==> src/hdl/sble_defs.svh <==
// Opcode patterns, field positions and reset values for the skip/branch executor.
// Assumes 14-bit instruction words and an 8-bit data path.
`ifndef SBLE_DEFS_SVH
`define SBLE_DEFS_SVH

`define SBLE_OP_DEC_SKIP   6'h0b
`define SBLE_OP_INC_SKIP   6'h0f
`define SBLE_OP_BRANCH     3'h5
`define SBLE_OP_LIT_OR     6'h38
`define SBLE_DEST_BIT      7
`define SBLE_LATCH_LO      3
`define SBLE_LATCH_HI      4
`define SBLE_PC_RESET      13'h0000
`define SBLE_W_RESET       8'h00

`endif

==> src/hdl/sble_pkg.sv <==
// Types for the skip/branch executor.
// Assumes sble_defs.svh is compiled alongside.
package sble_pkg;

   typedef enum logic [1:0] {
      ST_IDLE = 2'b01,
      ST_READ = 2'b10
   } sble_state_e;

   typedef struct packed {
      sble_state_e st;
      logic        ready;
      logic [6:0]  addr;
      logic        dest;
      logic        inc;
      logic        file_we;
      logic [7:0]  wdata;
      logic [7:0]  w;
      logic        z;
      logic [12:0] pc;
      logic        squash;
      logic        skipped;
   } sble_regs_s;

endpackage

==> src/hdl/sble_exec.sv <==
// Executes decrement-skip, increment-skip, unconditional branch and literal-OR.
// Assumes program memory presents one word with INSTR_VALID and a file register
// file that returns FILE_RDATA in the same cycle that FILE_ADDR changes.
//
// What this block does
// RL1: Decrement-skip subtracts one from file register; destination bit picks W or file.
// RL2: Zero decrement result turns the following instruction into a no-operation.
// RL3: Increment-skip adds one to file register; destination bit picks W or file.
// RL4: Zero increment result turns the following instruction into a no-operation.
// RL5: Branch loads its eleven-bit immediate into program counter bits ten to zero.
// RL6: Branch copies high latch bits four and three into counter bits twelve, eleven.
// RL7: Literal-OR ORs W with eight-bit literal, result into W, updates zero flag.
// RL8: Zero flag set when literal-OR result is zero, cleared otherwise.
`timescale 1ns/1ns
`include "sble_defs.svh"

module sble_exec (
   input  wire logic        CLOCK,
   input  wire logic        RST_N,
   input  wire logic        INSTR_VALID,
   input  wire logic [13:0] INSTR,
   input  wire logic [7:0]  FILE_RDATA,
   input  wire logic [7:0]  PC_HIGH_LATCH,
   output logic             INSTR_READY,
   output logic [6:0]       FILE_ADDR,
   output logic             FILE_WE,
   output logic [7:0]       FILE_WDATA,
   output logic [7:0]       W_REG,
   output logic             Z_FLAG,
   output logic [12:0]      PC,
   output logic             SKIPPED
);

   logic                 rst_meta_q;
   logic                 rst_sync_n_q;
   sble_pkg::sble_regs_s r_q;
   sble_pkg::sble_regs_s r_d;
   logic [7:0]           result;
   logic [7:0]           or_res;
   logic                 take;
   logic                 res_zero;
   logic [12:0]          pc_inc;
   logic [12:0]          br_pc;

   // Opcode and field decoding
   function automatic logic is_dec(input logic [13:0] word);
      begin
         is_dec = word[13:8] == `SBLE_OP_DEC_SKIP;
      end
   endfunction

   function automatic logic is_inc(input logic [13:0] word);
      begin
         is_inc = word[13:8] == `SBLE_OP_INC_SKIP;
      end
   endfunction

   function automatic logic is_skip(input logic [13:0] word);
      begin
         is_skip = is_dec(word) || is_inc(word);
      end
   endfunction

   function automatic logic is_branch(input logic [13:0] word);
      begin
         is_branch = word[13:11] == `SBLE_OP_BRANCH;
      end
   endfunction

   function automatic logic is_lit_or(input logic [13:0] word);
      begin
         is_lit_or = word[13:8] == `SBLE_OP_LIT_OR;
      end
   endfunction

   function automatic logic dest_bit(input logic [13:0] word);
      begin
         dest_bit = word[`SBLE_DEST_BIT];
      end
   endfunction

   function automatic logic [6:0] file_field(input logic [13:0] word);
      begin
         file_field = word[6:0];
      end
   endfunction

   function automatic logic [7:0] lit8(input logic [13:0] word);
      begin
         lit8 = word[7:0];
      end
   endfunction

   function automatic logic [10:0] lit11(input logic [13:0] word);
      begin
         lit11 = word[10:0];
      end
   endfunction

   function automatic logic is_zero(input logic [7:0] v);
      begin
         is_zero = v == 8'h00;
      end
   endfunction

   function automatic logic [12:0] bump_pc(input logic [12:0] pc_now);
      begin
         bump_pc = pc_now + 13'h0001;
      end
   endfunction

   // Wraps at both ends; the increment-skip test expects ff to wrap to 00
   function automatic logic [7:0] step_value(input logic up, input logic [7:0] v);
      begin
         if (up) begin
            step_value = v + 8'h01;
         end else begin
            step_value = v - 8'h01;
         end
      end
   endfunction

   function automatic logic [12:0] branch_target(input logic [7:0]  latch,
                                                 input logic [13:0] word);
      logic [1:0]  page;
      logic [10:0] low;
      begin
         page          = latch[`SBLE_LATCH_HI:`SBLE_LATCH_LO];
         low           = lit11(word);
         branch_target = {page, low};
      end
   endfunction

   // Reset release through two flops
   always_ff @(posedge CLOCK or negedge RST_N) begin
      if (!RST_N) begin
         rst_meta_q   <= 1'b0;
         rst_sync_n_q <= 1'b0;
      end else begin
         rst_meta_q   <= 1'b1;
         rst_sync_n_q <= rst_meta_q;
      end
   end

   always_comb begin
      r_d         = r_q;
      r_d.file_we = 1'b0;
      r_d.skipped = 1'b0;
      // Operands and arithmetic for this cycle
      take        = INSTR_VALID && r_q.ready;
      result      = step_value(r_q.inc, FILE_RDATA);                  // [RL1] [RL3]
      res_zero    = is_zero(result);
      or_res      = r_q.w | lit8(INSTR);
      pc_inc      = bump_pc(r_q.pc);
      br_pc       = branch_target(PC_HIGH_LATCH, INSTR);

      unique case (r_q.st)
         sble_pkg::ST_IDLE: begin
            if (take) begin
               r_d.pc = pc_inc;
               if (r_q.squash) begin
                  // Slot replaced by a no-operation
                  r_d.squash  = 1'b0;
                  r_d.skipped = 1'b1;                                   // [RL2] [RL4] [RL5]
               end else if (is_skip(INSTR)) begin
                  r_d.st    = sble_pkg::ST_READ;
                  r_d.ready = 1'b0;
                  r_d.addr  = file_field(INSTR);
                  r_d.dest  = dest_bit(INSTR);
                  r_d.inc   = is_inc(INSTR);
               end else if (is_branch(INSTR)) begin
                  r_d.pc     = br_pc;                                   // [RL5] [RL6]
                  r_d.squash = 1'b1;                                    // [RL5]
               end else if (is_lit_or(INSTR)) begin
                  r_d.w = or_res;                                       // [RL7]
                  r_d.z = is_zero(or_res);                              // [RL8]
               end
            end
         end
         sble_pkg::ST_READ: begin
            // File data arrives in the same cycle as the registered address
            r_d.st    = sble_pkg::ST_IDLE;
            r_d.ready = 1'b1;
            if (r_q.dest) begin
               r_d.file_we = 1'b1;                                      // [RL1] [RL3]
               r_d.wdata   = result;
            end else begin
               r_d.w = result;                                          // [RL1] [RL3]
            end
            r_d.squash = res_zero;                                      // [RL2] [RL4]
         end
         default: begin
            // Illegal state code, back to idle
            r_d.st    = sble_pkg::ST_IDLE;
            r_d.ready = 1'b1;
         end
      endcase
   end

   // Register update
   always_ff @(posedge CLOCK or negedge rst_sync_n_q) begin
      if (!rst_sync_n_q) begin
         r_q.st      <= sble_pkg::ST_IDLE;
         r_q.ready   <= 1'b1;
         r_q.addr    <= 7'h00;
         r_q.dest    <= 1'b0;
         r_q.inc     <= 1'b0;
         r_q.file_we <= 1'b0;
         r_q.wdata   <= 8'h00;
         r_q.w       <= `SBLE_W_RESET;
         r_q.z       <= 1'b0;
         r_q.pc      <= `SBLE_PC_RESET;
         r_q.squash  <= 1'b0;
         r_q.skipped <= 1'b0;
      end else begin
         r_q <= r_d;
      end
   end

   // Outputs straight from the state flops
   assign INSTR_READY = r_q.ready;
   assign FILE_ADDR   = r_q.addr;
   assign FILE_WE     = r_q.file_we;
   assign FILE_WDATA  = r_q.wdata;
   assign W_REG       = r_q.w;
   assign Z_FLAG      = r_q.z;
   assign PC          = r_q.pc;
   assign SKIPPED     = r_q.skipped;

endmodule

==> config.mk <==
export PLATFORM = sky130hd
export DESIGN_NAME = sble_exec
export DESIGN_NICKNAME = d
export VERILOG_FILES = /design/src/hdl/sble_pkg.sv /design/src/hdl/sble_exec.sv
export VERILOG_INCLUDE_DIRS = /design/src /design/src/hdl
export SDC_FILE = /design/constraint.sdc
export NUM_CORES = 1
export LEC_CHECK = 0
export ABC_AREA = 1
export BUFFER_PORTS_ARGS = -buffer_cell sky130_fd_sc_hd__buf_4
export CAP_MARGIN = 5
export CORE_ASPECT_RATIO = 0.5
export CORE_UTILIZATION = 54
export CTS_CLUSTER_SIZE = 12
export DETAILED_ROUTE_END_ITERATION = 12
export PLACE_DENSITY = 0.84
export SYNTH_ARGS = -nofsm -noshare
export SYNTH_HDL_FRONTEND = slang
export SYNTH_SLANG_ARGS = --single-unit
==> constraint.sdc <==
create_clock -name CLOCK -period 1.6 [get_ports CLOCK]
set_clock_uncertainty 0.05 [all_clocks]
set_input_delay 0.08 -clock CLOCK [delete_from_list [all_inputs] [get_ports CLOCK]]
set_output_delay 0.08 -clock CLOCK [all_outputs]
set_load 0.1 [all_outputs]
=== After elaboration in Yosys (flattened, before gate mapping) ===
Index checks and enable logic that the tools add are counted.
Widths: inputs -> output; s select.

* Flip-flop bits (word level): 47
* Bits of input ports: 33
* Output and inout bits: 40
* Word-level logic and storage cells: 65

* $add $sub $neg: 3
* Eq/ne operators: 13
* Multiplexer cells: 19
* Bitwise logic cells: 4
* Reduce and logical (&&, ||, !) cells: 12

{| class="wikitable"
|+ Operators by type and width
! operator !! number
|-
| $mux 12 || 3
|-
| $mux 9 || 4
|-
| $mux 24 || 1
|-
| $mux 23 || 1
|-
| $mux 22 || 1
|-
| $logic_not 8->1 || 2
|-
| $mux 8 || 2
|-
| $pmux 8 s2 || 1
|-
| $mux 14 || 1
|-
| $ne 2x2->1 const B || 7
|-
| $add 13x1->13 const B || 1
|-
| $eq 6x4->1 const B || 2
|-
| $add 8x1->8 const B || 1
|-
| $or 8x8->8 || 1
|-
| $sub 8x1->8 const B || 1
|-
| $reduce_and 7->1 || 1
|-
| $eq 6x6->1 const B || 1
|-
| $reduce_and 2->1 || 3
|-
| $reduce_and 6->1 || 1
|-
| $reduce_and 4->1 || 1
|-
| $eq 3x3->1 const B || 1
|-
| $mux 1 || 3
|-
| $mux 3 || 1
|-
| $not 1->1 || 3
|-
| 7 further kinds || 7
|}

=== Longest topological paths before layout ===
* Depth after elaboration: 8
* Mapped depth: 11
* Depth with buffers taken out: 11

=== Worst setup path after synthesis ===
OpenSTA, ideal clock, no wires.

* Path type: flip-flop to flip-flop
* Start: register r_q[43] (netlist name)
* End: register r_q (netlist bit PC[6])
* Setup time: 127 ps
* Arrival: 1,701 ps
* Data required time: 1,423 ps
* Path slack: -279 ps
* Cell stages (with the launch flop): 7
* Path buffers: 1
* Clock period less this slack: 1,879 ps
* Cells stage by stage: dfstp_2 inv_1 nor2_4 nand2_2 buf_2 a211oi_1 a21oi_1

* Longest elaborated chain between the ends: 2

{| class="wikitable"
|+ RTL lines
! item !! line !! RTL
|-
| start: declaration || sble_exec.sv:36 || <nowiki>sble_pkg::sble_regs_s r_q;</nowiki>
|-
| start signal: assignment || sble_exec.sv:216 || <nowiki>r_q <= r_d;</nowiki>
|-
| $eq 2x1->1 || sble_exec.sv:157 || <nowiki>unique case (r_q.st)</nowiki>
|-
| $reduce_and 2->1 (no line) || -- ||
|}

Every way passes these cells.
A chain may end at the register's enable or synchronous reset.

=== Final worst setup path ===
* Start: register r_q[33] (netlist name)
* End: register r_q[1] (netlist name)

* Longest elaborated chain between the ends: 3

{| class="wikitable"
|+ RTL lines
! item !! line !! RTL
|-
| $mux 8 || sble_exec.sv:115 || <nowiki>if (up) begin</nowiki>
|-
| $logic_not 8->1 || sble_exec.sv:102 || <nowiki>is_zero = v == 8'h00;</nowiki>
|-
| $pmux 1 s2 || sble_exec.sv:157 ||
|}

Every way passes these cells.

==> flow_summary_export.csv <==
group,metric,value,unit
yosys,avgSynthCellArea,7.60,sq um
grt,grt-ovfl-total,0,
timing,rsz0062_at_grt,"yes",
die,start_util,58.1,%
clocking,tritoncts,"done",
setup_path,crit_path_cell_trace,"inv_4 > fa_2 > buf_4 > xor2_2 > nor2_1 > nand3_1 > nor2_1 > nand2_1 > a21oi_2",
finish,final_util,76.3,%
yosys,ys_seq_area_share,38.8,%
finish,finalNonFillerCells,529,
setup_path,path_delay_family,"flip-flops",
timing,whs,0.0155,ns
timing,fmax,550,MHz
die,core_region_area,0.00511,sq mm
setup_path,arrival,2.01,ns
yosys,async_reset_ff_share,100,%
yosys,synth.distinct_cells,42,
clocking,clock_latency,0.31,ns
worst_hold_path,hold_path.class,"primary input to asynchronous set/reset pin",
setup_path,rr_worst_depth,9,
yosys,synth_ff_type,"dfrtp_1",
place,hpwlAfterDp,5580,microns
finish,final_nets,500,
grt,track_usage,28.3,%
setup_path,slowest_delay,0.40,ns
place,dp.cells,510,
clocking,numCtsBuffers,5,
status,status,"finished with violations",
routing,final_antenna_net_count,0,
setup_path,crit_fanout,8,
die,die_x,107,microns
routing,vias,2858,
clocking,cts.path.max_buffers,2,
routing,firstDrtPassIters,5,
yosys,syn_area,0.00297,sq mm
grt,grt_pass1_vias,2655,
yosys,synth-edff-count,0,
setup_path,slowest_stage,"dfrtp_1",
timing,setup_slack,-0.217,ns
setup_path,startpoint_type,"flop",
setup_path,crit_cells,9,
timing,final-hold-violation-count,0,
finish,nFillCells,331,
grt,antenna_found_initial,0,
grt,grt_max_degree,20,
power,powerDensity,1320,mW/mm^2
finish,final_area,0.00390,sq mm
finish,syn_to_final_growth,31.1,%
yosys,synth_seq_cells,46,
yosys,syn_inst,391,
clocking,clk_pin_slew_worst_paths,0.09,ns
place,numPortBuffers,66,
die,io_pins,73,
clocking,ctsHtreeMaxLevel,2,
place,place_ws,-0.202,ns
power,p_leak,0.00195,uW
routing,drc,0,
finish,diodes,0,
routing,finalWirelength,8100,microns
clocking,cts_sinks,46,
timing,period_needed,1.82,ns
die,dieArea,0.00582,sq mm
setup_path,crit_path_frequent_cell,"nor2_1",
finish,layout-drive-gt1-share,36.8,%
timing,period_share,114,%
yosys,synthesis.nets,433,
die,die_h,54.5,microns
place,place_area,0.00349,sq mm
grt,grt_first_pass_wirelength,12300,microns
flow_run,max_cap_viol_count,0,
setup_path,endpoint_kind,"flop",
setup_path,crit_type,"flop to flop",
setup_path,worst-path-buf-inv,2,
place,place.gp.congestion,0.842,
timing,setup_viol,21,
routing,drt_iter0_drc,155,
routing,routedWlPerCell,15.3,microns
die,rows,18,
status,violations,"setup timing",
yosys,yosys_warnings,0,
clocking,cts-root-buf,"clkbuf_8",
timing,finalMaxSlewViolations,0,
power,ir_drop,948,uV
setup_path,worstPathRequired,1.79,ns
routing,vias_per_cell,5.40,
-- timing repair --
item | 4_1_cts | 5_1_grt
setup buffers | 1 | 3
pin swaps | 1 | 13
hold endpoints to repair | 8 | 0
endpoints found under the setup margin | 21 | 28
resized for setup | 16 | 34
hold buffers | 7 | 0
-- layout by cell type, fill, tap and decap left out, drive strengths merged, types with 2 or more instances in the layout --
| master | synthesis | final |
|---|---|---|
| nand4 | 3 | 3 |
| dfrtp | 45 | 45 |
| ha | 8 | 8 |
| dlygate4sd3 | 0 | 7 |
| nand2 | 113 | 113 |
| or2 | 4 | 4 |
| o22ai | 7 | 7 |
| a21oi | 20 | 20 |
| o21ai | 25 | 25 |
| buf | 41 | 96 |
| xor2 | 4 | 4 |
| nor2 | 44 | 44 |
| nand3 | 24 | 24 |
| nor3 | 2 | 2 |
| clkinv | 2 | 4 |
| clkbuf | 2 | 5 |
| inv | 36 | 35 |
-- per-stage QoR --
stage	total power, uW	setup TNS (ns)
after floorplan	3660	-1.81
after global placement	4010	-0.118
after detailed placement	4080	-0.734
after global routing	5380	-3.51
after CTS	5040	-0.334
final	5150	-1.19
-- synthesized netlist by cell type, types with 2 or more instances --
cell type / instances / share of area [%]
inv_1: 34 / 4.3
o21ai_1: 4 / 0.67
a21oi_2: 3 / 0.88
xor2_1: 4 / 1.2
buf_4: 36 / 9.1
o21ai_0: 21 / 3.5
clkbuf_1: 2 / 0.25
nor3_1: 2 / 0.34
nand2_1: 110 / 14
dfrtp_1: 45 / 38
nand3_2: 2 / 0.67
ha_1: 8 / 3.4
nor2_2: 4 / 0.84
nor2_4: 2 / 0.76
buf_6: 3 / 1.1
or2_2: 2 / 0.42
nand2_2: 3 / 0.63
nor2_1: 37 / 4.7
nand4_1: 3 / 0.63
o22ai_1: 7 / 1.5
buf_2: 2 / 0.34
a21oi_1: 16 / 2.7
nand3_1: 22 / 3.7
-- metal layers --
layer	vias up	global-route usage, %	wire, microns
li1	1351	-	-
met1	1368	34.7	3420
met2	112	51.1	4090
met3	27	4.64	369
met4	0	13.2	218
met5	-	0	0
-- path summary, 6_finish.rpt --
path                       slack, ns    startpoint       endpoint
hold / removal                  0.02         RST_N   rst_sync_n_q
min in group CLOCK              0.02      INSTR[4]   FILE_ADDR[4]
hold reg to reg                 0.17  rst_sync_n_q  FILE_WDATA[4]
max in group asynchronous       0.75  rst_sync_n_q        r_q[43]
setup reg to reg               -0.22       r_q[33]         r_q[1]
setup / recovery               -0.22       r_q[33]         r_q[1]
-- cell type report --
class | count | area [sq um] | share of cell area, %
sequential | 46 | 1160 | 29.7
clock buffer | 5 | 68.8 | 1.77
multi-input combinational | 264 | 1550 | 39.9
inverter | 38 | 166 | 4.27
timing repair buffer | 103 | 823 | 21.1
tap | 70 | 87.6 | 2.25
clock inverter | 3 | 40.0 | 1.03
-- power by group --
group	total, uW	internal (uW)	switching [uW]
Sequential	1550	1350	200
Combinational	2720	730	1990
Clock	887	461	427
Total	5150	2540	2620
-- flip-flops by register name, summed over array words and instances (netlist names) --
signal / cells
FILE_WE: 1
rst_meta_q: 1
SKIPPED: 1
Z_FLAG: 1
r_q: 5
FILE_ADDR: 7
rst_sync_n_q: 1
FILE_WDATA: 8
W_REG: 8
PC: 13
-- cells by family after synthesis --
group / synth area share [%]
AND/OR/NAND/NOR: 28.6
buffers and inverters: 15.8
AO/OA/AOI/OAI: 11.4
flip-flops: 38.8
adder cells (fa/ha/maj): 4.04
XOR/XNOR: 1.18
other: 0.126
Note: power is estimated with default switching activity, not from simulation.
